`config.mk`:
```
export PLATFORM = sky130hd
export DESIGN_NAME = amd_decoder
export DESIGN_NICKNAME = d
export VERILOG_FILES = /design/src/verilog/amd_pkg.sv /design/src/verilog/amd_decoder.sv /design/src/verilog/amd_mode_map.sv
export SDC_FILE = /design/constraint.sdc
export NUM_CORES = 1
export LEC_CHECK = 0
export ABC_AREA = 1
export BUFFER_PORTS_ARGS = -buffer_cell sky130_fd_sc_hd__clkbuf_2
export CAP_MARGIN = 20
export CORE_MARGIN = 3
export CORE_UTILIZATION = 45
export DETAILED_ROUTE_END_ITERATION = 12
export GPL_ROUTABILITY_DRIVEN = 0
export HOLD_SLACK_MARGIN = 0.06
export PLACE_DENSITY = 0.66
export RECOVER_POWER = 50
export SLEW_MARGIN = 20
export SYNTH_ARGS = -nofsm -noshare
export SYNTH_HDL_FRONTEND = slang
export SYNTH_HIERARCHICAL = 1
export SYNTH_SLANG_ARGS = --single-unit
```
`constraint.sdc`:
```
create_clock -name clk -period 4 [get_ports clk]
set_input_delay 0.8 -clock clk [delete_from_list [all_inputs] [get_ports clk]]
set_output_delay 0.8 -clock clk [all_outputs]
set_load 0.02 [all_outputs]
```
`src/verilog/amd_pkg.sv`:
```
// Shared types and constants for the address mode decoder.
package amd_pkg;

   localparam logic [7:0] AMD_PRE_Y      = 8'h90;
   localparam logic [7:0] AMD_PRE_YIND   = 8'h91;
   localparam logic [7:0] AMD_PRE_IND    = 8'h92;
   localparam logic [1:0] AMD_MASK_BLOCK = 2'h3;
   localparam logic [1:0] AMD_MASK_OPEN  = 2'h0;
   localparam logic [1:0] AMD_MASK_RST   = 2'h3;
   localparam logic [7:0] AMD_PAGE_ZERO  = 8'h00;
   localparam logic [15:0] AMD_IDX_S_MAX = 16'h01FE;

   typedef enum logic [4:0] {
      M_INH      = 5'h00,
      M_IMM      = 5'h01,
      M_DIR_S    = 5'h02,
      M_DIR_L    = 5'h03,
      M_IDX0     = 5'h04,
      M_IDX_S    = 5'h05,
      M_IDX_L    = 5'h06,
      M_IND_S    = 5'h07,
      M_IND_L    = 5'h08,
      M_IIDX_S   = 5'h09,
      M_IIDX_L   = 5'h0A,
      M_REL_D    = 5'h0B,
      M_REL_I    = 5'h0C,
      M_BIT_D    = 5'h0D,
      M_BIT_I    = 5'h0E,
      M_BITREL_D = 5'h0F,
      M_BITREL_I = 5'h10
   } amd_mode_e;

   typedef enum logic [2:0] {
      K_OTHER      = 3'h0,
      K_SHORT_ONLY = 3'h1,
      K_MASK_SET   = 3'h2,
      K_MASK_CLR   = 3'h3,
      K_HALT       = 3'h4,
      K_WAIT       = 3'h5
   } amd_kind_e;

   typedef enum logic [1:0] {
      PF_NONE = 2'h0,
      PF_Y    = 2'h1,
      PF_IND  = 2'h2,
      PF_YIND = 2'h3
   } amd_pfx_e;

   typedef enum logic [1:0] {
      S_OP   = 2'h0,
      S_OPND = 2'h1,
      S_PTR  = 2'h2,
      S_EXEC = 2'h3
   } amd_state_e;

   typedef struct packed {
      amd_mode_e mode;
      amd_kind_e kind;
   } amd_opinfo_s;

   typedef struct packed {
      logic [2:0]  length;
      logic [15:0] ea;
      logic [7:0]  operand;
      logic [15:0] target;
      logic        use_y;
      logic        illegal;
      amd_mode_e   mode;
   } amd_result_s;

   function automatic logic [1:0] amd_opnd_count(input amd_mode_e m);
      case (m)
         M_INH, M_IDX0:               amd_opnd_count = 2'h0;
         M_DIR_L, M_IDX_L,
         M_BITREL_D, M_BITREL_I:      amd_opnd_count = 2'h2;
         default:                     amd_opnd_count = 2'h1;
      endcase
   endfunction

   function automatic logic [1:0] amd_ptr_count(input amd_mode_e m);
      case (m)
         M_IND_L, M_IIDX_L:                    amd_ptr_count = 2'h2;
         M_IND_S, M_IIDX_S, M_REL_I,
         M_BIT_I, M_BITREL_I:                  amd_ptr_count = 2'h1;
         default:                              amd_ptr_count = 2'h0;
      endcase
   endfunction

   function automatic logic amd_is_long(input amd_mode_e m);
      amd_is_long = (m == M_DIR_L) || (m == M_IDX_L) ||
                    (m == M_IND_L) || (m == M_IIDX_L);
   endfunction

endpackage
```
`src/verilog/amd_decoder.sv`:
```
// Instruction length and operand address decoder of the 8-bit core.
// Operation
// - No-operand instructions are one byte plus any prebyte
// - Immediate: opcode plus one operand byte
// - Short direct: one byte, page zero
// - Long direct: two-byte word address
// - Indexed address is unsigned index plus offset
// - No-offset indexed: no byte, 00 to FF
// - Short indexed: byte offset, up to 1FE
// - Long indexed: word offset, full space
// - Indirect reads operand address at pointer
// - Indirect indexed adds index to the address read at pointer
// - Relative adds signed 8-bit offset to PC plus length
// - Offset follows opcode or comes from memory
// - Short-only instructions refuse long forms
// - Mask set gives level 3, clear 0
// - Halt and wait enter low power
// - Prebyte 90 swaps X for Y
// - Prebyte 92 makes direct forms indirect
// - Prebyte 91 makes indirect X use Y
`timescale 1ns/1ps
module amd_decoder
   import amd_pkg::*;
(
   input  wire logic        clk,
   input  wire logic        rstn,
   input  wire logic        fetch_valid,
   input  wire logic [7:0]  fetch_byte,
   input  wire logic [15:0] fetch_pc,
   input  wire amd_opinfo_s op_info,
   output logic             fetch_ready,
   input  wire logic [7:0]  x_reg,
   input  wire logic [7:0]  y_reg,
   output logic             rd_req,
   output logic [15:0]      rd_addr,
   input  wire logic        rd_ack,
   input  wire logic [7:0]  rd_data,
   input  wire logic        wake_in,
   output logic             dec_done,
   output amd_result_s      dec_res,
   output logic [1:0]       mask_level,
   output logic             halt_req,
   output logic             wait_req
);

   typedef struct packed {
      amd_state_e  st;
      amd_pfx_e    pfx;
      amd_opinfo_s info;
      logic [7:0]  b0;
      logic [7:0]  b1;
      logic [1:0]  cnt;
      logic [7:0]  p0;
      logic [7:0]  p1;
      logic [1:0]  pcnt;
      logic [15:0] pc;
      logic        done;
      amd_result_s res;
      logic [1:0]  mask;
      logic        halt;
      logic        wait_lp;
   } amd_dec_s;

   amd_dec_s   s_reg;
   amd_dec_s   s_next;
   logic [1:0] rst_sync_reg;
   logic       rst_n;
   amd_mode_e  mode;
   logic       use_y;
   logic       bad_pfx;
   logic [1:0] need_opnd;
   logic [1:0] need_ptr;
   logic [7:0] idx;
   logic [2:0] len;
   logic [15:0] ea;
   logic [7:0] off;
   logic       asleep;

   // Reset is released through two flops so every state flop leaves
   // reset on the same edge.
   always_ff @(posedge clk or negedge rstn) begin
      if (!rstn) begin
         rst_sync_reg <= 2'h0;
      end else begin
         rst_sync_reg <= {rst_sync_reg[0], 1'b1};
      end
   end
   assign rst_n = rst_sync_reg[1];

   amd_mode_map u_map (
      .base_mode (s_reg.info.mode),
      .pfx       (s_reg.pfx),
      .mode      (mode),
      .use_y     (use_y),
      .bad_pfx   (bad_pfx)
   );

   assign need_opnd = amd_opnd_count(mode);
   assign need_ptr  = amd_ptr_count(mode);
   assign idx       = use_y ? y_reg : x_reg;
   assign asleep    = s_reg.halt || s_reg.wait_lp;

   assign len = 3'h1 + {2'h0, (s_reg.pfx != PF_NONE)} + {1'b0, need_opnd};

   assign fetch_ready = !asleep &&
      ((s_reg.st == S_OP) ||
       ((s_reg.st == S_OPND) && (s_reg.cnt != need_opnd)));

   // Pointer sits in page zero; a word pointer is read high byte first.
   assign rd_req  = (s_reg.st == S_PTR) && (s_reg.pcnt != need_ptr);
   assign rd_addr = {AMD_PAGE_ZERO, s_reg.b0 + {6'h00, s_reg.pcnt}};

   assign dec_done   = s_reg.done;
   assign dec_res    = s_reg.res;
   assign mask_level = s_reg.mask;
   assign halt_req   = s_reg.halt;
   assign wait_req   = s_reg.wait_lp;

   always_comb begin
      ea  = 16'h0000;
      off = 8'h00;
      case (mode)
         M_DIR_S, M_BIT_D, M_BITREL_D: ea = {AMD_PAGE_ZERO, s_reg.b0};
         M_DIR_L: ea = {s_reg.b0, s_reg.b1};
         M_IDX0: ea = {AMD_PAGE_ZERO, idx};
         M_IDX_S: ea = {AMD_PAGE_ZERO, s_reg.b0} + {AMD_PAGE_ZERO, idx};
         M_IDX_L: ea = {s_reg.b0, s_reg.b1} + {AMD_PAGE_ZERO, idx};
         M_IND_S, M_BIT_I, M_BITREL_I: ea = {AMD_PAGE_ZERO, s_reg.p0};
         M_IND_L: ea = {s_reg.p0, s_reg.p1};
         M_IIDX_S: ea = {AMD_PAGE_ZERO, s_reg.p0} + {AMD_PAGE_ZERO, idx};
         M_IIDX_L: ea = {s_reg.p0, s_reg.p1} + {AMD_PAGE_ZERO, idx};
         default: ea = 16'h0000;
      endcase
      case (mode)
         M_REL_D:                off = s_reg.b0;
         M_REL_I:                off = s_reg.p0;
         M_BITREL_D, M_BITREL_I: off = s_reg.b1;
         default:                off = 8'h00;
      endcase
   end

   always_comb begin
      s_next      = s_reg;
      s_next.done = 1'b0;
      if (wake_in) begin
         s_next.halt    = 1'b0;
         s_next.wait_lp = 1'b0;
      end
      unique case (s_reg.st)
         S_OP: begin
            if (fetch_valid && fetch_ready) begin
               if (s_reg.pfx == PF_NONE) begin
                  s_next.pc = fetch_pc;
               end
               if (fetch_byte == AMD_PRE_Y) begin
                  s_next.pfx = PF_Y;
               end else if (fetch_byte == AMD_PRE_IND) begin
                  s_next.pfx = PF_IND;
               end else if (fetch_byte == AMD_PRE_YIND) begin
                  s_next.pfx = PF_YIND;
               end else begin
                  s_next.info = op_info;
                  s_next.cnt  = 2'h0;
                  s_next.pcnt = 2'h0;
                  s_next.st   = S_OPND;
               end
            end
         end
         S_OPND: begin
            if (s_reg.cnt == need_opnd) begin
               s_next.st = (need_ptr != 2'h0) ? S_PTR : S_EXEC;
            end else if (fetch_valid && fetch_ready) begin
               if (s_reg.cnt == 2'h0) begin
                  s_next.b0 = fetch_byte;
               end else begin
                  s_next.b1 = fetch_byte;
               end
               s_next.cnt = s_reg.cnt + 2'h1;
            end
         end
         S_PTR: begin
            if (s_reg.pcnt == need_ptr) begin
               s_next.st = S_EXEC;
            end else if (rd_ack) begin
               if (s_reg.pcnt == 2'h0) begin
                  s_next.p0 = rd_data;
               end else begin
                  s_next.p1 = rd_data;
               end
               s_next.pcnt = s_reg.pcnt + 2'h1;
            end
         end
         S_EXEC: begin
            s_next.done        = 1'b1;
            s_next.res.length  = len;
            s_next.res.ea      = ea;
            s_next.res.operand = (mode == M_IMM) ? s_reg.b0 : off;
            s_next.res.target  = s_reg.pc + {13'h0000, len} +
                                 {{8{off[7]}}, off};
            s_next.res.use_y   = use_y;
            s_next.res.mode    = mode;
            s_next.res.illegal = bad_pfx ||
               ((s_reg.info.kind == K_SHORT_ONLY) && amd_is_long(mode));
            if (s_reg.info.kind == K_MASK_SET) begin
               s_next.mask = AMD_MASK_BLOCK;
            end else if (s_reg.info.kind == K_MASK_CLR) begin
               s_next.mask = AMD_MASK_OPEN;
            end
            // Entry beats a same-cycle wake so the request is not lost.
            if (s_reg.info.kind == K_HALT) begin
               s_next.halt = 1'b1;
            end
            if (s_reg.info.kind == K_WAIT) begin
               s_next.wait_lp = 1'b1;
            end
            s_next.pfx = PF_NONE;
            s_next.st  = S_OP;
         end
      endcase
   end

   always_ff @(posedge clk or negedge rst_n) begin
      if (!rst_n) begin
         s_reg      <= '0;
         s_reg.mask <= AMD_MASK_RST;
      end else begin
         s_reg <= s_next;
      end
   end

   a_inh_length: assert property (@(posedge clk) disable iff (!rst_n)
      dec_done && (dec_res.mode == M_INH) |->
      (dec_res.length == 3'h1) || (dec_res.length == 3'h2))
      else $error("inherent instruction length wrong");

   a_imm_operand: assert property (@(posedge clk) disable iff (!rst_n)
      (s_reg.st == S_EXEC) && (mode == M_IMM) |=>
      dec_done && (dec_res.operand == $past(s_reg.b0)) &&
      (dec_res.length >= 3'h2))
      else $error("immediate operand or length wrong");

   a_dir_page: assert property (@(posedge clk) disable iff (!rst_n)
      dec_done && (dec_res.mode == M_DIR_S) |-> dec_res.ea[15:8] == 8'h00)
      else $error("short direct left page zero");

   a_idx0_page: assert property (@(posedge clk) disable iff (!rst_n)
      dec_done && (dec_res.mode == M_IDX0) |-> dec_res.ea[15:8] == 8'h00)
      else $error("no-offset indexed left page zero");

   a_idx_short_max: assert property (@(posedge clk) disable iff (!rst_n)
      dec_done && (dec_res.mode inside {M_IDX_S, M_IIDX_S}) |->
      dec_res.ea <= AMD_IDX_S_MAX)
      else $error("short indexed beyond 1FE");

   a_long_refused: assert property (@(posedge clk) disable iff (!rst_n)
      (s_reg.st == S_EXEC) && (s_reg.info.kind == K_SHORT_ONLY) &&
      amd_is_long(mode) |=> dec_done && dec_res.illegal)
      else $error("long form accepted for short-only instruction");

   a_mask_set: assert property (@(posedge clk) disable iff (!rst_n)
      (s_reg.st == S_EXEC) && (s_reg.info.kind == K_MASK_SET) |=>
      (mask_level == 2'h3) && dec_done)
      else $error("mask set did not reach level 3");

   a_mask_clr: assert property (@(posedge clk) disable iff (!rst_n)
      (s_reg.st == S_EXEC) && (s_reg.info.kind == K_MASK_CLR) |=>
      (mask_level == 2'h0))
      else $error("mask clear did not reach level 0");

   a_sleep_stall: assert property (@(posedge clk) disable iff (!rst_n)
      (s_reg.st == S_EXEC) && (s_reg.info.kind == K_HALT) |=>
      halt_req && !fetch_ready)
      else $error("halt did not stop fetching");

   a_ptr_read: assert property (@(posedge clk) disable iff (!rst_n)
      rd_req |-> (s_reg.st == S_PTR) && (rd_addr[15:8] == 8'h00))
      else $error("pointer read outside page zero");

endmodule

```
`src/verilog/amd_mode_map.sv`:
```
// Prebyte translation of an opcode's base addressing mode.
`timescale 1ns/1ps
module amd_mode_map
   import amd_pkg::*;
(
   input  wire amd_mode_e base_mode,
   input  wire amd_pfx_e  pfx,
   output amd_mode_e      mode,
   output logic           use_y,
   output logic           bad_pfx
);

   always_comb begin
      mode    = base_mode;
      use_y   = 1'b0;
      bad_pfx = 1'b0;
      unique case (pfx)
         PF_NONE: begin
         end
         PF_Y: begin
            use_y   = 1'b1;
            bad_pfx = !(base_mode inside {M_INH, M_IMM, M_DIR_S, M_DIR_L,
                                          M_IDX0, M_IDX_S, M_IDX_L});
         end
         PF_IND: begin
            case (base_mode)
               M_DIR_S:    mode = M_IND_S;
               M_DIR_L:    mode = M_IND_L;
               M_IDX_S:    mode = M_IIDX_S;
               M_IDX_L:    mode = M_IIDX_L;
               M_REL_D:    mode = M_REL_I;
               M_BIT_D:    mode = M_BIT_I;
               M_BITREL_D: mode = M_BITREL_I;
               default:    bad_pfx = 1'b1;
            endcase
         end
         PF_YIND: begin
            use_y = 1'b1;
            case (base_mode)
               M_IDX_S: mode = M_IIDX_S;
               M_IDX_L: mode = M_IIDX_L;
               default: bad_pfx = 1'b1;
            endcase
         end
      endcase
   end

endmodule

```
# After elaboration in Yosys (flattened, before gate mapping)
# Index checks and enable logic that the tools add are counted.
[totals]
input_bits = 61
wordCells = 188
ff_bits = 121
output_inout_bits = 73
[classes]
mux = 46
add_sub_neg = 11
eq_ne = 54
bitwise_logic = 7
reduce_logical = 47
[op_table]
columns = ["cell", "n"]
rows = [
  ["$pmux W16 S9", 1],
  ["$eq A5 B4 Y1 const B", 11],
  ["$mux W55", 1],
  ["$mux W8", 5],
  ["$mux W2", 19],
  ["$eq A5 B3 Y1 const B", 7],
  ["$pmux W5 S7", 1],
  ["$add A16 B8 Y16", 2],
  ["$eq A8 B8 Y1 const B", 3],
  ["$pmux W8 S3", 1],
  ["$eq A5 B2 Y1 const B", 4],
  ["$pmux W2 S2", 5],
  ["$pmux W5 S2", 2],
  ["$add A8 B8 Y9", 2],
  ["$mux W18", 1],
  ["$add A16 B16 Y16", 1],
  ["$add A16 B3 Y16", 1],
  ["$mux W16", 1],
  ["$reduce_and A4 Y1", 4],
  ["$reduce_and A7 Y1", 2],
  ["$mux W12", 1],
  ["$ne A2 B2 Y1 const B", 6],
  ["$reduce_bool A2 Y1", 6],
  ["$eq A5 B1 Y1 const B", 2],
  ["other kinds (33)", 76],
]

# Depth between registers and ports, before layout
# Gate-level depths: netlist of run 1.
[logic_depth]
ltp_word = 14
depth_mapped = 35
mapped_depth_nobuf = 35

# Modules after synthesis
# Netlist of run 1, hierarchy kept.
[modules_own_cells]
columns = ["mod", "cells_per_inst", "seq_area_each_um2", "instances", "area_per_inst_um2"]
rows = [
  ["amd_decoder", 1149, 3004.1, 1, 8501.9],
  ["amd_mode_map", 58, 0.0, 1, 320.3],
]

# Worst setup path before layout of run 1
# No wires, ideal clock.
[synth_path]
kind = "flip-flop to flip-flop"
from = "register s_reg[113] in the netlist's numbering"
to = "register, netlist name dec_res[20]"
path_stages_with_launch = 35
setup_slack_ns = -0.342
n_path_buf = 0
t_required_ns = 3.935
setup_ns = 0.065
period_less_slack_ns = 4.342
arrival_time_ns = 4.277
cell_sequence = "dfrtp_1 inv_2 nand2_4 nor2_2 nor2_8 nand3_4 nand2_4 nand2_1 o21ai_1 nor2_2 nand2_1 nor2_4 nor2_2 nand3_1 ha_1 inv_1 ha_1 inv_1 fa_1 inv_1 ha_1 fa_1 nand2_1 nand2_1 nand2_1 nand2_1 nand3_1 nand2_1 nand3_1 nand3_1 nand2_1 o21ai_0 nand2_1 nand3_1 nand2_1"
[synth_via]
elab_chain_len = 9
word_cells_on_any_way = 26
classes_between = "add/sub (3); eq/ne (14); mux (5); reduce/logical (4)"
[synth_rtl]
columns = ["item", "line_no", "source"]
rows = [
  ["start, declared", "amd_decoder.sv:64", "amd_dec_s s_reg;"],
  ["start signal, assigned", "amd_decoder.sv:227", "s_reg <= s_next;"],
  ["$eq A5 B4 Y1 (tied with other cells)", "amd_mode_map.sv:26", "case (base_mode)"],
  ["$pmux W5 S7 or $pmux W5 S2 (tied branches)", "amd_mode_map.sv:26, amd_mode_map.sv:39", ""],
  ["$pmux W5 S2 (*)", "amd_mode_map.sv:17", "unique case (pfx)"],
  ["via mode[2]", "amd_decoder.sv:68", "amd_mode_e mode;"],
  ["$eq A5 B2 Y1 (tied with other cells)", "amd_pkg.sv:72", "case (m)"],
  ["$reduce_or A4 Y1 or $reduce_or A2 Y1 (tied branches)", "amd_pkg.sv:72", ""],
  ["$pmux W2 S2 (*)", "amd_pkg.sv:72", ""],
  ["$add A2 B2 Y3 (*)", "amd_decoder.sv:103", "assign len = 3'h1 + {2'h0, (s_reg.pfx != PF_NONE)} + {1'b0, need_opnd};"],
  ["via len[1]", "amd_decoder.sv:74", "logic [2:0] len;"],
  ["$add A16 B3 Y16 (*)", "amd_decoder.sv:198", "s_next.res.target = s_reg.pc + {13'h0000, len} +"],
  ["$add A16 B16 Y16 (*)", "amd_decoder.sv:198", ""],
]
# The timed path passes the listed nets; every way through them passes the cells marked *.
# A chain may end at the register's enable or synchronous reset.

# Worst setup path in the final report of run 1
[layout_path]
from = "register s_reg[114] in the netlist's numbering"
to = "register, netlist name dec_res[20]"
[layout_via]
elab_chain_len = 9
word_cells_on_any_way = 26
classes_between = "add/sub (3); eq/ne (14); mux (5); reduce/logical (4)"
[layout_rtl]
columns = ["item", "line_no"]
rows = [
  ["$eq A5 B4 Y1 (tied with other cells)", "amd_mode_map.sv:26"],
  ["$pmux W5 S7 or $pmux W5 S2 (tied branches)", "amd_mode_map.sv:26, amd_mode_map.sv:39"],
  ["$pmux W5 S2 (*)", "amd_mode_map.sv:17"],
  ["via mode[3]", "amd_decoder.sv:68"],
  ["$eq A5 B2 Y1 (tied with other cells)", "amd_pkg.sv:72"],
  ["$reduce_or A4 Y1 or $reduce_or A2 Y1 (tied branches)", "amd_pkg.sv:72"],
  ["$pmux W2 S2 (*)", "amd_pkg.sv:72"],
  ["$add A2 B2 Y3 (*)", "amd_decoder.sv:103"],
  ["via len[1]", "amd_decoder.sv:74"],
  ["$add A16 B3 Y16 (*)", "amd_decoder.sv:198"],
  ["$add A16 B16 Y16 (*)", "amd_decoder.sv:198"],
]
# Marked as above.

==> results of run 1 <==
-- logic make-up (layout without fill, tap and decap cells) --
family                     Yosys count  after routing  synth area share (%)
muxes                                1              1                 0.128
DFF                                120            120                  34.1
AOI/OAI and AO/OA                  239            239                  16.0
buffers and inverters              221            431                  12.2
adders and majority gates           60             60                  9.11
other                                2             11                0.0851
and+or+nand+nor                    546            546                  26.7
xor gates and xnor gates            18             18                  1.79
-- how the worst min path moves through the flow --
| stage | start | endpoint | slack (ns) | cells past startpoint |
|---|---|---|---|---|
| floorplan | rst_sync_reg[0]$_DFF_PN0_ | rst_sync_reg[1]$_DFF_PN0_ | 0.33 | 0 |
| global placement | rst_sync_reg[0]$_DFF_PN0_ | rst_sync_reg[1]$_DFF_PN0_ | 0.34 | 0 |
| detailed placement | rst_sync_reg[0]$_DFF_PN0_ | rst_sync_reg[1]$_DFF_PN0_ | 0.34 | 0 |
| CTS | rstn | rst_sync_reg[1]$_DFF_PN0_ | 0.14 | 1 |
| global route | rstn | rst_sync_reg[0]$_DFF_PN0_ | 0.15 | 1 |
| finish | rstn | rst_sync_reg[1]$_DFF_PN0_ | 0.15 | 1 |
-- through the flow --
stage / TNS (ns) / area [um^2] / instances / hold slack (ns)
floorplan: -0.290 / 8900 / 1214 / 0.331
global placement: -1.38 / 9870 / 1587 / 0.337
detailed placement: -3.11 / 9870 / 1587 / 0.339
CTS: -1.59 / 10900 / 1643 / 0.140
global route: -6.69 / 11600 / 1685 / 0.153
finish: -1.82 / 11600 / 1686 / 0.151
-- worst max-delay path: cells and delay by family (launching register included) --
kind            cells  cell delay [ns]
flops               1             0.42
simple gates       21             1.76
compound gates      2             0.21
buf+inv             5             0.40
fa+ha+maj           5             1.42
-- power breakdown --
part           switching, mW  leakage [nW]  internal, mW
Sequential             0.460          1.49          1.72
Clock                  0.590         0.309          1.12
Combinational           4.39          4.10          3.14
Total                   5.44          5.89          5.97
-- layout by cell type, fill, tap and decap left out, drive strengths merged, types with 6 or more instances in the layout --
master	instances
nand3	80
dfrtp	119
clkinv	8
clkbuf	145
o22ai	6
conb	9
nor2	60
ha	53
a31oi	7
nand2	371
o221ai	11
or2	8
nor3	8
nand4	16
xnor2	9
o21ai	118
inv	125
buf	145
o21bai	21
fa	7
xor2	9
a21oi	46
-- Yosys cell counts, types with 15 or more instances --
cell type / number / area (um^2)
nor2_1: 49 / 184
nand4_1: 15 / 93.8
ha_1: 53 / 663
clkbuf_1: 21 / 78.8
o21ai_0: 101 / 505
dfrtp_1: 119 / 2980
a21oi_1: 46 / 230
o21bai_1: 20 / 150
inv_1: 118 / 443
nand3_1: 75 / 375
buf_4: 62 / 465
nand2_1: 368 / 1380
o21ai_1: 17 / 85.1
-- timing repair --
action                                  4_1_cts  5_1_grt
gates resized for setup                      64       95
pin swaps                                    22       42
endpoints found under the setup margin       16       28
gates cloned                                  1        2
buffers inserted                             23       39
-- metal layers --
metal | wire (um) | vias up | track usage [%]
met3 | 1950 | 91 | 5.40
met2 | 12800 | 371 | 39.8
met5 | 24 | - | 0
li1 | - | 4343 | -
met4 | 1410 | 4 | 13.6
met1 | 11400 | 4115 | 32.5
-- final cells by class --
class | count | area [um^2]
inverter | 128 | 484
tap | 260 | 325
fill | 1678 | 7380
multi-input combinational | 873 | 5310
timing repair buffer | 271 | 1790
clock buffer | 19 | 443
sequential | 120 | 3010
antenna | 2 | 5.00
clock inverter | 13 | 201
==> qor.yml, run 1 <==
via_per_inst: 5.29
critPathArrivalTime_ns: 4.64
rr_worst_depth: 33
syn_area_um2: 8820
synth-edff-count: 0
fin_util_pct: 61.0
grt_max_degree: 73
grt_antenna_before_repair: 3
ys.flop_type: "dfrtp_1"
crit_path_start: "s_reg[114]$_DFFE_PN0P_"
r2r_setup_slack_ns: -0.28
vias: 8924
drt_wl_total_um: 27600
cp_slowest_cell: "fa_1"
cts_sinks: 120
numPortBuffers: 125
drt_iter0_markers: 735
grt.overflow.total: 0
cts_tree: "yes"
synth_async_sr_flop_share_pct: 100
r2r_end: "dec_res[20]$_DFFE_PN0P_"
path_max_fanout: 4
synth.avg_cell_area_um2: 7.31
place_hpwl_um: 19700
r2r_start: "s_reg[114]$_DFFE_PN0P_"
status: "finished, violations left"
setup_violations: 11
grt_pass1_vias: 8544
die_w_um: 146
core_area_um2: 19000
dp_slack_ns: -0.478
period_needed_ns: 4.28
vdd_ir_drop_max_uv: 527
maxCapViolCount: 1
start_util_pct: 46.5
fp.dieArea_um2: 21300
layout.nets: 1532
start_kind: "register"
critical-path-max-stage-delay_ns: 0.51
cpMostUsedCell: "nand2_2"
ys_types: 54
violations: "capacitance limit, slew limit, setup timing"
total_power_mw: 11.4
worst_slack_ns: -0.279
cts_root_buffer: "clkbuf_16"
wl_per_cell_um: 16.4
largest_reg_flops: 64
cts_hold_buf: 0
ctsHtreeMaxLevel: 4
grt_pass1_wl_um: 43700
area_growth_pct: 31.2
numCtsBuffers: 17
p_leak_nw: 5.89
drive_gt1_share_pct: 30.0
first_pass_iters: 5
finalHoldViolCount: 0
synth-seq-cells: 120
dieHeight_um: 146
synthCells: 1207
row_count: 50
grt_setup_unrepaired: "true"
ys_seq_area_share_pct: 34.1
hold_path.class: "input port to asynchronous set/reset pin"
drc: 0
clock_latency_ns: 0.43
skew_ns: 0.00977
fmax_ghz: 0.234
grt_usage_pct: 25.2
crit_end: "dec_res[20]$_DFFE_PN0P_"
ios: 134
cp.required_ns: 4.37
clk_path_buf_depth: 2
tightest_slew_ns: 2.82
slew_headroom_pct: -87.8
ant_nets: 0
power.density_nw_per_um2: 987
cp-end-kind: "register"
ys_warn_count: 6
path_clk_slew_ns: 0.06
crit_type: "register to register"
post-route-period-util_pct: 107
report.final.slew_viol_count: 71
(Power assumes the default switching activity.)
==> run 2: changes to the inputs <==
==> constraint.sdc (replaced) <==
create_clock -name clk -period 5.15 [get_ports clk]
set_input_delay 1.03 -clock clk [delete_from_list [all_inputs] [get_ports clk]]
set_output_delay 1.03 -clock clk [all_outputs]
set_load 0.02 [all_outputs]
==> qor.yml, run 2 (synthesis gave the netlist of run 1 again) <==
grt.overflow.total: 0
report.final.slew_viol_count: 121
row_count: 50
tightest_slew_ns: 1.98
cts_hold_buf: 0
cts_tree: "yes"
r2r_end: "dec_res[20]$_DFFE_PN0P_"
finalInstanceArea_um2: 9920
first_pass_iters: 6
vdd_ir_drop_max_uv: 331
die_w_um: 146
cts_root_buffer: "clkbuf_16"
grt_usage_pct: 23.8
core_area_um2: 19000
numPortBuffers: 125
fp.dieArea_um2: 21300
min_to: "rst_sync_reg[1]$_DFF_PN0_"
clk_path_buf_depth: 2
drive_gt1_share_pct: 14.4
largest_reg_flops: 64
layout_common_cells: "nand2_1 (365), dfrtp_1 (117), inv_1 (115)"
clock_latency_ns: 0.43
p_leak_nw: 5.09
diodes: 0
drt_iter0_markers: 787
status: "finished, violations left"
period_needed_ns: 4.85
start_kind: "register"
grt_setup_unrepaired: "false"
wl_per_cell_um: 16.3
r2r_start: "s_reg[114]$_DFFE_PN0P_"
grt_pass1_wl_um: 40900
crit_type: "register to output pin"
path_max_fanout: 12
finalHoldViolCount: 0
drc: 0
drt_wl_total_um: 25200
hp-start: "rst_sync_reg[0]$_DFF_PN0_"
critPathArrivalTime_ns: 3.82
layout_commonest_cell: "nand2_1"
area_growth_pct: 12.4
cp.required_ns: 4.12
ctsHtreeMaxLevel: 4
post-route-period-util_pct: 94.2
grt_pass1_vias: 7876
setup-tns-final_ns: 0
dieHeight_um: 146
power.density_nw_per_um2: 729
skew_ns: 0.0126
hold_path.class: "register to register"
cp-end-kind: "output pin"
r2r_setup_slack_ns: 0.46
grt_antenna_before_repair: 1
violations: "capacitance limit, slew limit"
maxCapViolCount: 2
path_clk_slew_ns: 0.06
ant_nets: 0
ios: 134
rr_worst_depth: 34
layout.nets: 1394
numCtsBuffers: 17
vias: 8185
slew_headroom_pct: -32.0
setup_violations: 0
cts_sinks: 120
fmax_ghz: 0.206
start_util_pct: 46.5
placed_area_um2: 9240
via_per_inst: 5.29
place_hpwl_um: 19100
hold-path-cell-count: 0
grt_max_degree: 73
run 2: what timing repair did:
item	in CTS	in global routing
endpoints found under the setup margin	0	6
buffers inserted	0	4
gates resized for setup	0	15
run 2: how the worst max path moves through the flow:
stage | startpoint | to | slack, ns | cells past startpoint
finish | s_reg[114]$_DFFE_PN0P_ | rd_req | 0.30 | 17
global route | s_reg[110]$_DFFE_PN0P_ | dec_res[20]$_DFFE_PN0P_ | 0.009 | 33
CTS | s_reg[111]$_DFFE_PN0P_ | dec_res[20]$_DFFE_PN0P_ | 0.24 | 34
detailed placement | s_reg[111]$_DFFE_PN0P_ | dec_res[20]$_DFFE_PN0P_ | 0.28 | 34
global placement | s_reg[113]$_DFFE_PN0P_ | dec_res[20]$_DFFE_PN0P_ | 0.44 | 34
floorplan | s_reg[113]$_DFFE_PN0P_ | dec_res[20]$_DFFE_PN0P_ | 0.81 | 34
run 2: stage by stage:
stage	hold slack (ns)	total power, mW	worst slack, ns	util, %	instances
floorplan	0.331	4.87	0.808	-	1214
global placement	0.339	5.80	0.438	48.8	1510
detailed placement	0.336	5.85	0.284	48.8	1510
CTS	0.362	7.20	0.238	52.1	1542
global route	0.372	7.89	0.00861	52.3	1546
finish	0.360	7.23	0.299	52.3	1546
run 2: worst max-delay path, cell delays in order, from the launching register on:
cell and delay [ns]:
dfrtp_1 0.42, inv_2 0.13, nand3_1 0.14, nor2_4 0.19
nor2_8 0.05, nand3_4 0.07, nand2_4 0.08, nand2_1 0.14
o21ai_4 0.09, inv_1 0.11, nand3_2 0.16, nor2_1 0.83
nor2_1 0.30, xor2_1 0.22, nand3_1 0.09, nand2_1 0.11
inv_2 0.10, clkbuf_2 0.16
run 2: area by class of cell:
type | count | area, um^2
clock buffer | 17 | 425
clock inverter | 15 | 215
fill | 1861 | 9040
inverter | 128 | 482
multi-input combinational | 873 | 4820
sequential | 120 | 3010
tap | 260 | 325
timing repair buffer | 133 | 646
run 2: where the power goes:
group          internal, mW  switching [mW]  total, mW
clock network         0.820           0.488       1.31
logic                  1.40            2.84       4.24
registers              1.33           0.342       1.68
total                  3.56            3.67       7.23
run 2: layer usage:
| layer | GRT usage [%] | part of all wire (%) | vias up |
|---|---|---|---|
| met5 | 0 | 0.052 | - |
| met4 | 8.75 | 3.0 | 2 |
| met3 | 4.00 | 5.8 | 51 |
| met2 | 39.7 | 48 | 332 |
| met1 | 31.2 | 44 | 3742 |
| li1 | - | - | 4058 |
